--- config.mk ---
export PLATFORM = sky130hd
export DESIGN_NAME = cpt_top
export DESIGN_NICKNAME = d
export VERILOG_FILES = /design/src/design/cpt_pkg.sv /design/src/design/cpt_sync.sv /design/src/design/cpt_top.sv
export VERILOG_INCLUDE_DIRS = /design/src /design/src/design
export SDC_FILE = /design/constraint.sdc
export NUM_CORES = 1
export LEC_CHECK = 0
export BUFFER_PORTS_ARGS = -buffer_cell sky130_fd_sc_hd__buf_2
export CORE_MARGIN = 2
export CORE_UTILIZATION = 40
export DETAILED_ROUTE_END_ITERATION = 10
export GPL_TIMING_DRIVEN = 0
export PLACE_DENSITY = 0.63
export RECOVER_POWER = 25
export SLEW_MARGIN = 20
export SYNTH_ARGS = -nofsm -noshare
export SYNTH_HDL_FRONTEND = slang
export SYNTH_SLANG_ARGS = --single-unit
--- constraint.sdc ---
create_clock -name aclk -period 8.5 [get_ports aclk]
set_input_delay 0.425 -clock aclk [delete_from_list [all_inputs] [get_ports aclk]]
set_output_delay 0.425 -clock aclk [all_outputs]
set_load 0.01 [all_outputs]
--- src/design/cpt_map.svh ---
// register map, field positions and codes of the compact timer
// assumes: included by bare name from the package and the top module
`ifndef CPT_MAP_SVH
`define CPT_MAP_SVH

// byte offsets on the register bus, one aligned word each
`define CPT_OFF_ONOFF   8'h00
`define CPT_OFF_CTRL    8'h04
`define CPT_OFF_CNT_LO  8'h08
`define CPT_OFF_CNT_HI  8'h0C
`define CPT_OFF_CMPA_LO 8'h10
`define CPT_OFF_CMPA_HI 8'h14
`define CPT_OFF_CMPP    8'h18
`define CPT_OFF_STATUS  8'h1C

// field positions inside timer_control_one
`define CPT_BIT_SEL     0
`define CPT_BIT_SWAP    1
`define CPT_BIT_INV     2
`define CPT_BIT_INIT    3
`define CPT_ACT_LO      4
`define CPT_ACT_HI      5
`define CPT_MODE_LO     6
`define CPT_MODE_HI     7

// field positions inside the on/off and status words
`define CPT_BIT_ON      0
`define CPT_BIT_FLAG_A  0
`define CPT_BIT_FLAG_P  1

// reset values and pin-action codes
`define CPT_RST_BYTE    8'h00
`define CPT_RST_WORD    16'h0000
`define CPT_ACT_NONE    2'h0
`define CPT_ACT_LOW     2'h1
`define CPT_ACT_HIGH    2'h2
`define CPT_ACT_TOGGLE  2'h3

// response codes of the bus
`define CPT_RESP_OKAY   2'h0
`define CPT_RESP_SLVERR 2'h2

`endif

--- src/design/cpt_pkg.sv ---
// types of the compact timer: operating modes and the state record
// assumes: cpt_map.svh sits in the include path
package cpt_pkg;
	`include "cpt_map.svh"

	// operating mode codes as held in the mode field
	typedef enum logic [1:0] {
		CPT_MODE_CMP  = 2'h0,
		CPT_MODE_UNDF = 2'h1,
		CPT_MODE_PWM  = 2'h2,
		CPT_MODE_TC   = 2'h3
	} cpt_mode_e;

	// whole state of the top module in one record
	typedef struct packed {
		logic        on;
		logic [7:0]  ctl;
		logic [15:0] cnt;
		logic [15:0] cmpa;
		logic [7:0]  cmpp;
		logic        flag_a;
		logic        flag_p;
		logic        pin;
		logic        out;
		logic        oe;
		logic        tick_d;
		logic        aw_got;
		logic [7:0]  awaddr;
		logic        w_got;
		logic [7:0]  wdata;
		logic        wstrb0;
		logic        awready;
		logic        wready;
		logic        bvalid;
		logic [1:0]  bresp;
		logic        arready;
		logic        rvalid;
		logic [31:0] rdata;
		logic [1:0]  rresp;
	} cpt_state_s;
endpackage

--- src/design/cpt_sync.sv ---
// two-stage synchroniser for a level arriving from outside the clock
// assumes: aclk is the only clock; reset is synchronous, active low
`timescale 1ns/1ps
module cpt_sync (
	// clock and reset
	input  wire logic aclk,
	input  wire logic aresetn,
	// level in and synchronised level out
	input  wire logic d,
	output logic      q
);
	// both stages of the synchroniser in one record
	typedef struct packed {
		logic stage1;
		logic stage2;
	} cpt_sync_s;

	cpt_sync_s s_r;
	cpt_sync_s s_nxt;

	// the first stage feeds only the second one, so no logic sees metastability
	always_comb begin
		s_nxt = s_r;
		s_nxt.stage1 = d;
		s_nxt.stage2 = s_r.stage1;
	end

	// stage register
	always_ff @(posedge aclk) begin
		if (!aresetn) begin
			s_r <= '0;
		end else begin
			s_r <= s_nxt;
		end
	end

	assign q = s_r.stage2;
endmodule

--- src/design/cpt_top.sv ---
// compact 16-bit timer with two comparators, behind an AXI4-Lite slave
// assumes: count_clk_in is the selected count clock, asynchronous to aclk
//
// Summary of operation
// - counter readable as two read-only bytes, low and high, zero at reset
// - comparator A value in two writable bytes, both reset to zero
// - comparator P byte compared only with counter bits 15 to 8
// - P match period is 256 times value; zero gives 65536 clocks
// - clear-source low: P match clears counter; zero P clears on overflow
// - mode 00 compare output, 11 timer/counter, 10 PWM
// - compare mode, clear-source low: both match flags set on their matches
// - clear-source high: A match clears counter; only A flag is set
// - clear-source high, A value zero: overflow at FFFF without A flag
// - compare mode: while on, pin changes only on an A match, never on P
// - A match drives pin low, high or toggles; zero action no change
// - counter-on rising loads pin with the initial level bit
// - timer/counter mode counts and flags like compare, pin not driven
// - PWM ignores clear-source; swap bit picks period and duty comparator
// - swap zero: period is P value times 256 (65536 at zero), duty A
// - duty at or above period gives 100 percent duty
// - swap one: period is A value, duty is P value times 256
// - PWM mode sets A flag on A match and P flag on P match
// - PWM: initial bit sets active level, action enables, invert flips
// - counting and matching continue while action forces a fixed level
// - action decode: compare none/low/high/toggle; PWM inactive/active/wave
// - initial bit: compare start level; PWM active level, zero active low
`timescale 1ns/1ps
`include "cpt_map.svh"
module cpt_top
	import cpt_pkg::*;
#(
	parameter int ADDR_W = 8
) (
	// clock and reset
	input  wire logic              aclk,
	input  wire logic              aresetn,
	// count clock from the clock selection
	input  wire logic              count_clk_in,
	// timer output pin
	output logic                   timer_out,
	output logic                   timer_out_oe,
	// write address channel
	input  wire logic [ADDR_W-1:0] awaddr,
	input  wire logic              awvalid,
	output logic                   awready,
	// write data channel
	input  wire logic [31:0]       wdata,
	input  wire logic [3:0]        wstrb,
	input  wire logic              wvalid,
	output logic                   wready,
	// write response channel
	output logic [1:0]             bresp,
	output logic                   bvalid,
	input  wire logic              bready,
	// read address channel
	input  wire logic [ADDR_W-1:0] araddr,
	input  wire logic              arvalid,
	output logic                   arready,
	// read data channel
	output logic [31:0]            rdata,
	output logic [1:0]             rresp,
	output logic                   rvalid,
	input  wire logic              rready
);
	// ************************************************************
	// parameter check
	// ************************************************************
	if (ADDR_W < 8) begin : g_bad_addr
		$error("cpt_top: ADDR_W must be at least 8");
	end

	// ************************************************************
	// declarations
	// ************************************************************
	cpt_state_s s_r;
	cpt_state_s s_nxt;
	logic       cnt_clk_s;
	logic       tick;
	logic       run;
	cpt_mode_e  mode;
	logic [15:0] cnt_inc;
	logic       hit_a;
	logic       hit_p;
	logic       clr;
	logic       set_a;
	logic       set_p;
	logic [16:0] duty;
	logic       wave_lvl;
	logic [1:0] act;
	logic       init_lvl;

	// true when the low address byte names a register of this block
	function automatic logic in_map(input logic [7:0] a);
		case (a)
			`CPT_OFF_ONOFF, `CPT_OFF_CTRL, `CPT_OFF_CNT_LO,
			`CPT_OFF_CNT_HI, `CPT_OFF_CMPA_LO, `CPT_OFF_CMPA_HI,
			`CPT_OFF_CMPP, `CPT_OFF_STATUS: in_map = 1'b1;
			default: in_map = 1'b0;
		endcase
	endfunction

	// word seen by a read of one register
	function automatic logic [31:0] rd_word(input cpt_state_s s,
		input logic [7:0] a);
		logic [7:0] b;
		b = `CPT_RST_BYTE;
		case (a)
			`CPT_OFF_ONOFF:   b = {7'h00, s.on};
			`CPT_OFF_CTRL:    b = s.ctl;
			`CPT_OFF_CNT_LO:  b = s.cnt[7:0];
			`CPT_OFF_CNT_HI:  b = s.cnt[15:8];
			`CPT_OFF_CMPA_LO: b = s.cmpa[7:0];
			`CPT_OFF_CMPA_HI: b = s.cmpa[15:8];
			`CPT_OFF_CMPP:    b = s.cmpp;
			`CPT_OFF_STATUS:  b = {6'h00, s.flag_p, s.flag_a};
			default:          b = `CPT_RST_BYTE;
		endcase
		rd_word = {24'h000000, b};
	endfunction

	// ************************************************************
	// count clock crossing
	// ************************************************************
	cpt_sync i_cpt_sync (
		.aclk    (aclk),
		.aresetn (aresetn),
		.d       (count_clk_in),
		.q       (cnt_clk_s)
	);

	// ************************************************************
	// next-state logic
	// ************************************************************
	always_comb begin
		s_nxt = s_r;
		mode = cpt_mode_e'(s_r.ctl[`CPT_MODE_HI:`CPT_MODE_LO]);
		act = s_r.ctl[`CPT_ACT_HI:`CPT_ACT_LO];
		init_lvl = s_r.ctl[`CPT_BIT_INIT];
		// a count happens on the rising edge of the synchronised clock
		tick = cnt_clk_s & ~s_r.tick_d;
		s_nxt.tick_d = cnt_clk_s;
		run = s_r.on & tick;
		cnt_inc = s_r.cnt + 16'h0001;
		// P compares the high byte only; zero matches at the wrap
		hit_p = (cnt_inc[7:0] == 8'h00) &&
			(cnt_inc[15:8] == s_r.cmpp);
		hit_a = (cnt_inc == s_r.cmpa);

		// clearing source and flag sources per mode
		if (mode == CPT_MODE_PWM) begin
			clr = s_r.ctl[`CPT_BIT_SWAP] ? hit_a : hit_p;
			set_a = hit_a;
			set_p = hit_p;
		end else if (s_r.ctl[`CPT_BIT_SEL]) begin
			// an all-zero A value just lets the counter wrap
			clr = hit_a && (s_r.cmpa != `CPT_RST_WORD);
			set_a = clr;
			set_p = 1'b0;
		end else begin
			clr = hit_p;
			set_a = hit_a;
			set_p = hit_p;
		end

		// counter steps and match-clears only on a count clock while on
		if (run) begin
			s_nxt.cnt = clr ? `CPT_RST_WORD : cnt_inc;
		end

		// compare mode pin acts only on an A match
		if (run && set_a && mode == CPT_MODE_CMP) begin
			case (act)
				`CPT_ACT_LOW:    s_nxt.pin = 1'b0;
				`CPT_ACT_HIGH:   s_nxt.pin = 1'b1;
				`CPT_ACT_TOGGLE: s_nxt.pin = ~s_r.pin;
				default:         s_nxt.pin = s_r.pin;
			endcase
		end

		// ---- write address and data, taken in either order ----
		if (awvalid && s_r.awready) begin
			s_nxt.aw_got = 1'b1;
			s_nxt.awaddr = awaddr[7:0];
		end
		if (wvalid && s_r.wready) begin
			s_nxt.w_got = 1'b1;
			s_nxt.wdata = wdata[7:0];
			s_nxt.wstrb0 = wstrb[0];
		end
		if (s_r.bvalid && bready) begin
			s_nxt.bvalid = 1'b0;
		end
		if (s_nxt.aw_got && s_nxt.w_got && !s_r.bvalid) begin
			s_nxt.aw_got = 1'b0;
			s_nxt.w_got = 1'b0;
			s_nxt.bvalid = 1'b1;
			s_nxt.bresp = in_map(s_nxt.awaddr) ? `CPT_RESP_OKAY :
				`CPT_RESP_SLVERR;
			if (s_nxt.wstrb0) begin
				case (s_nxt.awaddr)
					`CPT_OFF_ONOFF: begin
						s_nxt.on = s_nxt.wdata[`CPT_BIT_ON];
						// switching on restarts count and pin
						if (s_nxt.wdata[`CPT_BIT_ON] && !s_r.on) begin
							s_nxt.cnt = `CPT_RST_WORD;
							s_nxt.pin = init_lvl;
						end
					end
					`CPT_OFF_CTRL:    s_nxt.ctl = s_nxt.wdata;
					`CPT_OFF_CMPA_LO: s_nxt.cmpa[7:0] = s_nxt.wdata;
					`CPT_OFF_CMPA_HI: s_nxt.cmpa[15:8] = s_nxt.wdata;
					`CPT_OFF_CMPP:    s_nxt.cmpp = s_nxt.wdata;
					`CPT_OFF_STATUS: begin
						// write one to clear
						if (s_nxt.wdata[`CPT_BIT_FLAG_A]) begin
							s_nxt.flag_a = 1'b0;
						end
						if (s_nxt.wdata[`CPT_BIT_FLAG_P]) begin
							s_nxt.flag_p = 1'b0;
						end
					end
					default: s_nxt.on = s_r.on;
				endcase
			end
		end

		// flag set after the clear, so a same-cycle event is kept
		if (run && set_a) begin
			s_nxt.flag_a = 1'b1;
		end
		if (run && set_p) begin
			s_nxt.flag_p = 1'b1;
		end

		// ---- read channel ----
		if (s_r.rvalid && rready) begin
			s_nxt.rvalid = 1'b0;
		end
		if (arvalid && s_r.arready) begin
			s_nxt.rvalid = 1'b1;
			s_nxt.rdata = rd_word(s_r, araddr[7:0]);
			s_nxt.rresp = in_map(araddr[7:0]) ? `CPT_RESP_OKAY :
				`CPT_RESP_SLVERR;
		end
		s_nxt.awready = ~s_nxt.aw_got & ~s_nxt.bvalid;
		s_nxt.wready = ~s_nxt.w_got & ~s_nxt.bvalid;
		s_nxt.arready = ~s_nxt.rvalid;

		// ---- PWM waveform from the current count ----
		if (s_r.ctl[`CPT_BIT_SWAP]) begin
			duty = (s_r.cmpp == 8'h00) ? 17'h10000 :
				{1'b0, s_r.cmpp, 8'h00};
		end else begin
			duty = {1'b0, s_r.cmpa};
		end
		// duty at or beyond the period never ends the active phase
		case (act)
			`CPT_ACT_LOW:  wave_lvl = init_lvl;
			`CPT_ACT_HIGH: wave_lvl = ({1'b0, s_r.cnt} < duty) ?
				init_lvl : ~init_lvl;
			default:       wave_lvl = ~init_lvl;
		endcase

		// pin drive; timer/counter mode leaves the pin free
		case (mode)
			CPT_MODE_CMP: begin
				s_nxt.out = s_nxt.pin ^ s_r.ctl[`CPT_BIT_INV];
				s_nxt.oe = 1'b1;
			end
			CPT_MODE_PWM: begin
				s_nxt.out = wave_lvl ^ s_r.ctl[`CPT_BIT_INV];
				s_nxt.oe = 1'b1;
			end
			default: begin
				s_nxt.out = 1'b0;
				s_nxt.oe = 1'b0;
			end
		endcase
	end

	// ************************************************************
	// state register
	// ************************************************************
	always_ff @(posedge aclk) begin
		if (!aresetn) begin
			s_r <= '0;
		end else begin
			s_r <= s_nxt;
		end
	end

	// outputs straight from the state register
	assign timer_out = s_r.out;
	assign timer_out_oe = s_r.oe;
	assign awready = s_r.awready;
	assign wready = s_r.wready;
	assign bvalid = s_r.bvalid;
	assign bresp = s_r.bresp;
	assign arready = s_r.arready;
	assign rvalid = s_r.rvalid;
	assign rdata = s_r.rdata;
	assign rresp = s_r.rresp;
endmodule

Yosys cells after proc, flatten, opt, wreduce, memory -nomap -nowiden
Memories as Yosys holds them, arrays and structs flattened.
Index checks and enable logic that the tools add are counted.
Widths: inputs -> output; s select.

word-level totals
  register bits after elaboration = 93
  input port bits = 60
  output and inout port bits = 43
  memories kept = 2
  memory bits (read-only) = 64

cells by class
  reductions and logical operators = 38
  equality and inequality tests = 18
  $add $sub $neg = 1
  magnitude comparators = 1
  bitwise logic cells = 13
  muxes and demuxes = 45

memories
  memory            depth  width  rd ports  clocked after Yosys merged registers in  wr ports  line           RTL
  (name not given)  32     1      1         0                                        0         cpt_top.sv:94  case (a)
  (name not given)  32     1      1         0                                        0         cpt_top.sv:94

operator list
  kind                   count
  $mux 43                2
  $eq 8x5->1 const B     8
  $mux 16                4
  $pmux 8 s8             1
  $mux 35                1
  $mux 17                2
  $logic_not 8->1        4
  $mux 8                 3
  $mux 1                 23
  $lt 16x17->1           1
  $add 16x1->16 const B  1
  $eq 16x16->1           1
  $eq 8x3->1 const B     2
  $eq 8x4->1 const B     2
  $reduce_bool 16->1     1
  $reduce_bool 2->1      8
  $reduce_and 3->1       5
  $logic_and 1x1->1      13
  $mux 10                1
  $mux 9                 1
  $eq 8x8->1             1
  $reduce_and 4->1       2
  $not 1->1              7
  $eq 2x2->1 const B     3
  other kinds (11)       19

Logic depth before layout (Yosys ltp)
  word-level depth = 14
  gate-level depth with buffers = 12
  mapped depth without buffers = 10

Hierarchy
From an unflattened synthesis, not the netlist that was laid out.

unflattened totals
  cells, all modules = 768
  area total of the unflattened synthesis = 6226.0 um2

modules (own cells, without submodules)
  module    times used  area each (um2)  cells an instance
  cpt_top   1           6173.4           764
  cpt_sync  1           52.6             4

Worst setup path after synthesis
Ideal clock, no wire load.

  kind = reg2reg
  start = register s_r[107] in the netlist's numbering
  end = register s_r, in the netlist timer_out
  period minus slack after synthesis = 2.847 ns
  stages on the path, launching flop included = 13
  setup slack = 5.653 ns
  data required time = 8.379 ns
  setup time = 0.121 ns
  data arrival time = 2.725 ns
  cells stage by stage = dfxtp_1 > clkbuf_1 > clkbuf_1 > mux2i_1 > ha_1 > a21o_1 > a211o_1 > a211oi_1 > a211oi_1 > o211a_1 > o22ai_1 > a21oi_1 > mux2i_1

on the way
  longest elaborated chain between the ends = 6

RTL lines
  element                 line            RTL
  start, declared         cpt_top.sv:75   cpt_state_s s_r;
  start signal, assigned  cpt_top.sv:288  s_r <= s_nxt;
  $mux 17                 cpt_top.sv:250  if (s_r.ctl[`CPT_BIT_SWAP]) begin
  $lt 16x17->1            cpt_top.sv:259  `CPT_ACT_HIGH: wave_lvl = ({1'b0, s_r.cnt} < duty) ?
  $mux 1                  cpt_top.sv:259
  $pmux 1 s2              cpt_top.sv:257  case (act)
  $xor 1x1->1             cpt_top.sv:271  s_nxt.out = wave_lvl ^ s_r.ctl[`CPT_BIT_INV];
  $pmux 2 s2              cpt_top.sv:265  case (mode)

Every way passes these cells.
A chain may end at the register's enable or synchronous reset.

Worst setup path after layout
Same ends and word-level chain as after synthesis.

==> metrics.log <==
[metrics] CTS root buf: clkbuf_16
[metrics] sort of element at the start of the critical path: register
[metrics] via count of the first global-routing pass: 5321
[metrics] cell area after placement: 0.00665 mm²
[metrics] flip-flop and latch count after synthesis: 91
[metrics] total leakage power: 2.70 nW
[metrics] post-cts sizing count: 0
[metrics] wire length after detailed routing: 17800 µm
[metrics] final number of max-transition violations: 0
[metrics] global-route usage over all layers: 22.8%
[metrics] number of remaining DRC errors: 0
[metrics] vias post-DR: 5542
[metrics] Synth Area in XOR/XNOR: 3.16%
[metrics] die area: 0.0162 mm²
[metrics] count of antenna diodes in the layout: 0
[metrics] wire length of the first global-routing pass: 29000 µm
[metrics] clock tree from TritonCTS: built
[metrics] data required time of the worst path: 8.79 ns
[metrics] source-to-sink clock delay at the later pin of the worst-skew pair: 0.36 ns
[metrics] Max Clk Rate: 0.279 GHz
[metrics] Placeable Area: 0.0150 mm²
[metrics] sequential fraction of the synthesis area: 29.9%
[metrics] post-CTS clock slew at the launch and capture registers of the worst setup and hold paths: 0.07 ns
[metrics] Placed Cells incl. Taps: 989
[metrics] instance count of the mapped netlist: 730
[metrics] routability congestion estimate: 0.968
[metrics] cell accounting for the most synthesized area: dfxtp_1
[metrics] final clock skew: 0.00758 ns
[metrics] ports placed on the boundary: 103
[metrics] combinational family with the most area after synthesis: simple AND/OR/NAND/NOR gates
[metrics] number of placement rows: 45
[metrics] post-DR vias/cell: 5.52
[metrics] Die Ht: 127 µm
[metrics] layout net count: 890
[metrics] met1 Use GR: 30.1%
[metrics] total negative slack: 0 ns
[metrics] Port Buf Inserts: 46
[metrics] GR peak layer: met2
[metrics] cts hold-fix bufs: 0
[metrics] 1st-pass router iterations: 9
[metrics] measured slew at the worst slew-check pin: 1.09 ns
[metrics] run status: finished, final reports clean
[metrics] number of enable flip-flop cells after synthesis: 0
[metrics] worst-path fanout max: 10
[metrics] Chip Width: 127 µm
[metrics] fillers: 1512
[metrics] count of clock tree sinks: 91
[metrics] most frequent cell after synthesis: dfxtp_1
[metrics] Post-synth top cells: dfxtp_1, nand2_1, mux2i_1, nor2b_1, buf_4
[metrics] Tmin final: 3.58 ns
[metrics] area of the mapped netlist: 0.00609 mm²
[metrics] Yosys Warn Count: 0
[metrics] synthesized-area fraction occupied by ao, oa, aoi and oai cells: 17.3%
[metrics] Post-Synth Adder-Cell Area: 3.70%
[metrics] Mapped Avg Cell Area: 8.35 µm²
[metrics] Synth top area share: 29.9%
[metrics] setup-violating endpoint count in the final report: 0
[metrics] remaining antenna violation count: 0
[metrics] number of maximum-capacitance constraint violations: 0
[metrics] ranking of synthesized cells by area: dfxtp_1, mux2i_1, nor2b_1
[metrics] Hold Crit Class: input port to register
[metrics] remaining global-route overflow: 0
[metrics] final hold violation count: 0
[metrics] multi-input combinational cell area: 0.00383 mm²
[metrics] buffer levels on the longest clock path: 2
[metrics] Worst Hold Path Cells: 2
[metrics] antenna violations before repair: 0
[metrics] async set or reset register ratio after synthesis: 0%
[metrics] global routing met3 resource utilization: 4.10%
[metrics] CTS HTree Levels: 3
[metrics] maximum resistive drop on vdd: 0.107 mV
[metrics] endpoint type of the worst setup path: register
[metrics] Starting Density: 40.5%
[metrics] period utilisation layout: 42.2%
[metrics] Max transition margin: 27.2%
[metrics] largest net degree at the start of global routing: 16
[metrics] worst r2r path cells: 12
[metrics] number of buffers created by CTS: 9
[metrics] RSZ-0062 raised after global routing: no
[metrics] register area: 0.00182 mm²
[metrics] unique cell type count in the Yosys netlist: 74
[metrics] Area Growth Syn to Fin: 13.6%
[metrics] number of design-rule violations left by the first detailed-router iteration: 474
[metrics] total non-filler cell area in the finished layout: 0.00692 mm²
[metrics] Post CTS Setup Buffer Count: 0
[metrics] routed length per instance: 17.7 µm
[metrics] simple-gate share of the synthesized area: 26.8%
[metrics] Setup Crit Path Kind: register to register
[metrics] number of non-filler instances in the completed layout: 1004
[metrics] fraction of final layout cells sized beyond drive strength 1: 14.8%
[metrics] most instantiated flip-flop cell in the synthesis netlist: dfxtp_1
[metrics] fraction of synthesized area in multiplexers: 10.2%
[metrics] M2 GR Usage: 36.7%
[metrics] data arrival at the endpoint of the critical path: 3.87 ns
[metrics] post-detailed-placement half-perimeter wirelength: 13400 µm
[metrics] Power Dens Cells: 150 mW/mm²
report_power, final:
part / internal, mW / total (mW) / switching [mW]
Combinational: 0.0736 / 0.176 / 0.102
Sequential: 0.441 / 0.453 / 0.0121
Clock: 0.229 / 0.407 / 0.178
final cells by class:
cell class	instances	share of cell area, %
timing repair buffer	46	3.02
inverter	9	0.488
multi-input combinational	568	55.3
tap	188	3.40
clock inverter	5	0.886
clock buffer	10	3.31
buffer	87	7.32
sequential	91	26.3
logic make-up after synthesis:
logic type / Yosys count
other: 1
XOR/XNOR: 22
multiplexers: 61
flip-flops: 91
adder cells (fa/ha/maj): 18
AND/OR/NAND/NOR: 288
AO/OA/AOI/OAI: 153
buffers and inverters: 96
critical path, stage by stage (launching register included):
cell and delay (ns):
dfxtp_1 0.34, clkbuf_1 0.35, clkbuf_1 0.60, mux2i_1 0.17, ha_1 0.33, nand4_1 0.11
nor3_1 0.43, a211oi_1 0.17, a211oi_1 0.31, o211a_1 0.20, o22ai_1 0.07, a21oi_1 0.23
mux2i_1 0.22
per-layer routing:
metal | wire length (µm) | part of all wire [%]
met1 | 8030 | 45
met2 | 8010 | 45
met3 | 1180 | 6.6
met4 | 580 | 3.3
met5 | 0 | 0
per-stage QoR:
| step | setup slack (ns) | total power [mW] | hold slack (ns) | util [%] |
|---|---|---|---|---|
| 2_1_floorplan | 5.65 | 0.590 | 0.400 | - |
| 3_3_place_gp | 4.99 | 0.635 | 0.413 | 44.3 |
| 3_5_place_dp | 5.03 | 0.637 | 0.414 | 44.3 |
| 4_1_cts | 4.99 | 1.04 | 0.261 | 46.2 |
| 5_1_grt | 4.65 | 1.08 | 0.271 | 46.1 |
| 6_report | 4.92 | 1.04 | 0.267 | 46.1 |
placed cells by master (no fill, tap or decap), drive strengths merged, types with 6 or more instances in the layout:
| cell type | count |
|---|---|
| nand2b | 11 |
| nand3 | 20 |
| a31oi | 11 |
| nor3b | 10 |
| ha | 18 |
| inv | 11 |
| nand2 | 63 |
| clkbuf | 58 |
| a21oi | 37 |
| nor3 | 32 |
| nand4 | 12 |
| and4 | 6 |
| and2 | 20 |
| nor2 | 28 |
| a21boi | 13 |
| nor4 | 11 |
| nor2b | 51 |
| xor2 | 10 |
| o21ai | 29 |
| a22oi | 9 |
| xnor2 | 12 |
| mux2 | 10 |
| and3 | 8 |
| conb | 26 |
| a21o | 7 |
| buf | 85 |
| mux2i | 51 |
| dfxtp | 91 |
state kept, by name, indices dropped and copies added (netlist names):
signal / cells
s_r: 67
mode: 2
timer_out: 1
timer_out_oe: 1
rvalid: 1
wready: 1
init_lvl: 1
i_cpt_sync.q: 1
bvalid: 1
i_cpt_sync.s_nxt: 1
awready: 1
rresp: 1
bresp: 1
rdata: 8
arready: 1
act: 2
worst paths after layout:
kind | startpoint | to | slack, ns
setup / recovery | s_r[107] | timer_out | 4.92
hold / removal | count_clk_in | i_cpt_sync.s_nxt[0] | 0.27
setup reg to reg | s_r[107] | timer_out | 4.92
hold reg to reg | s_r[59] | awready | 0.42
No activity file was read; power rests on OpenSTA's default activity.
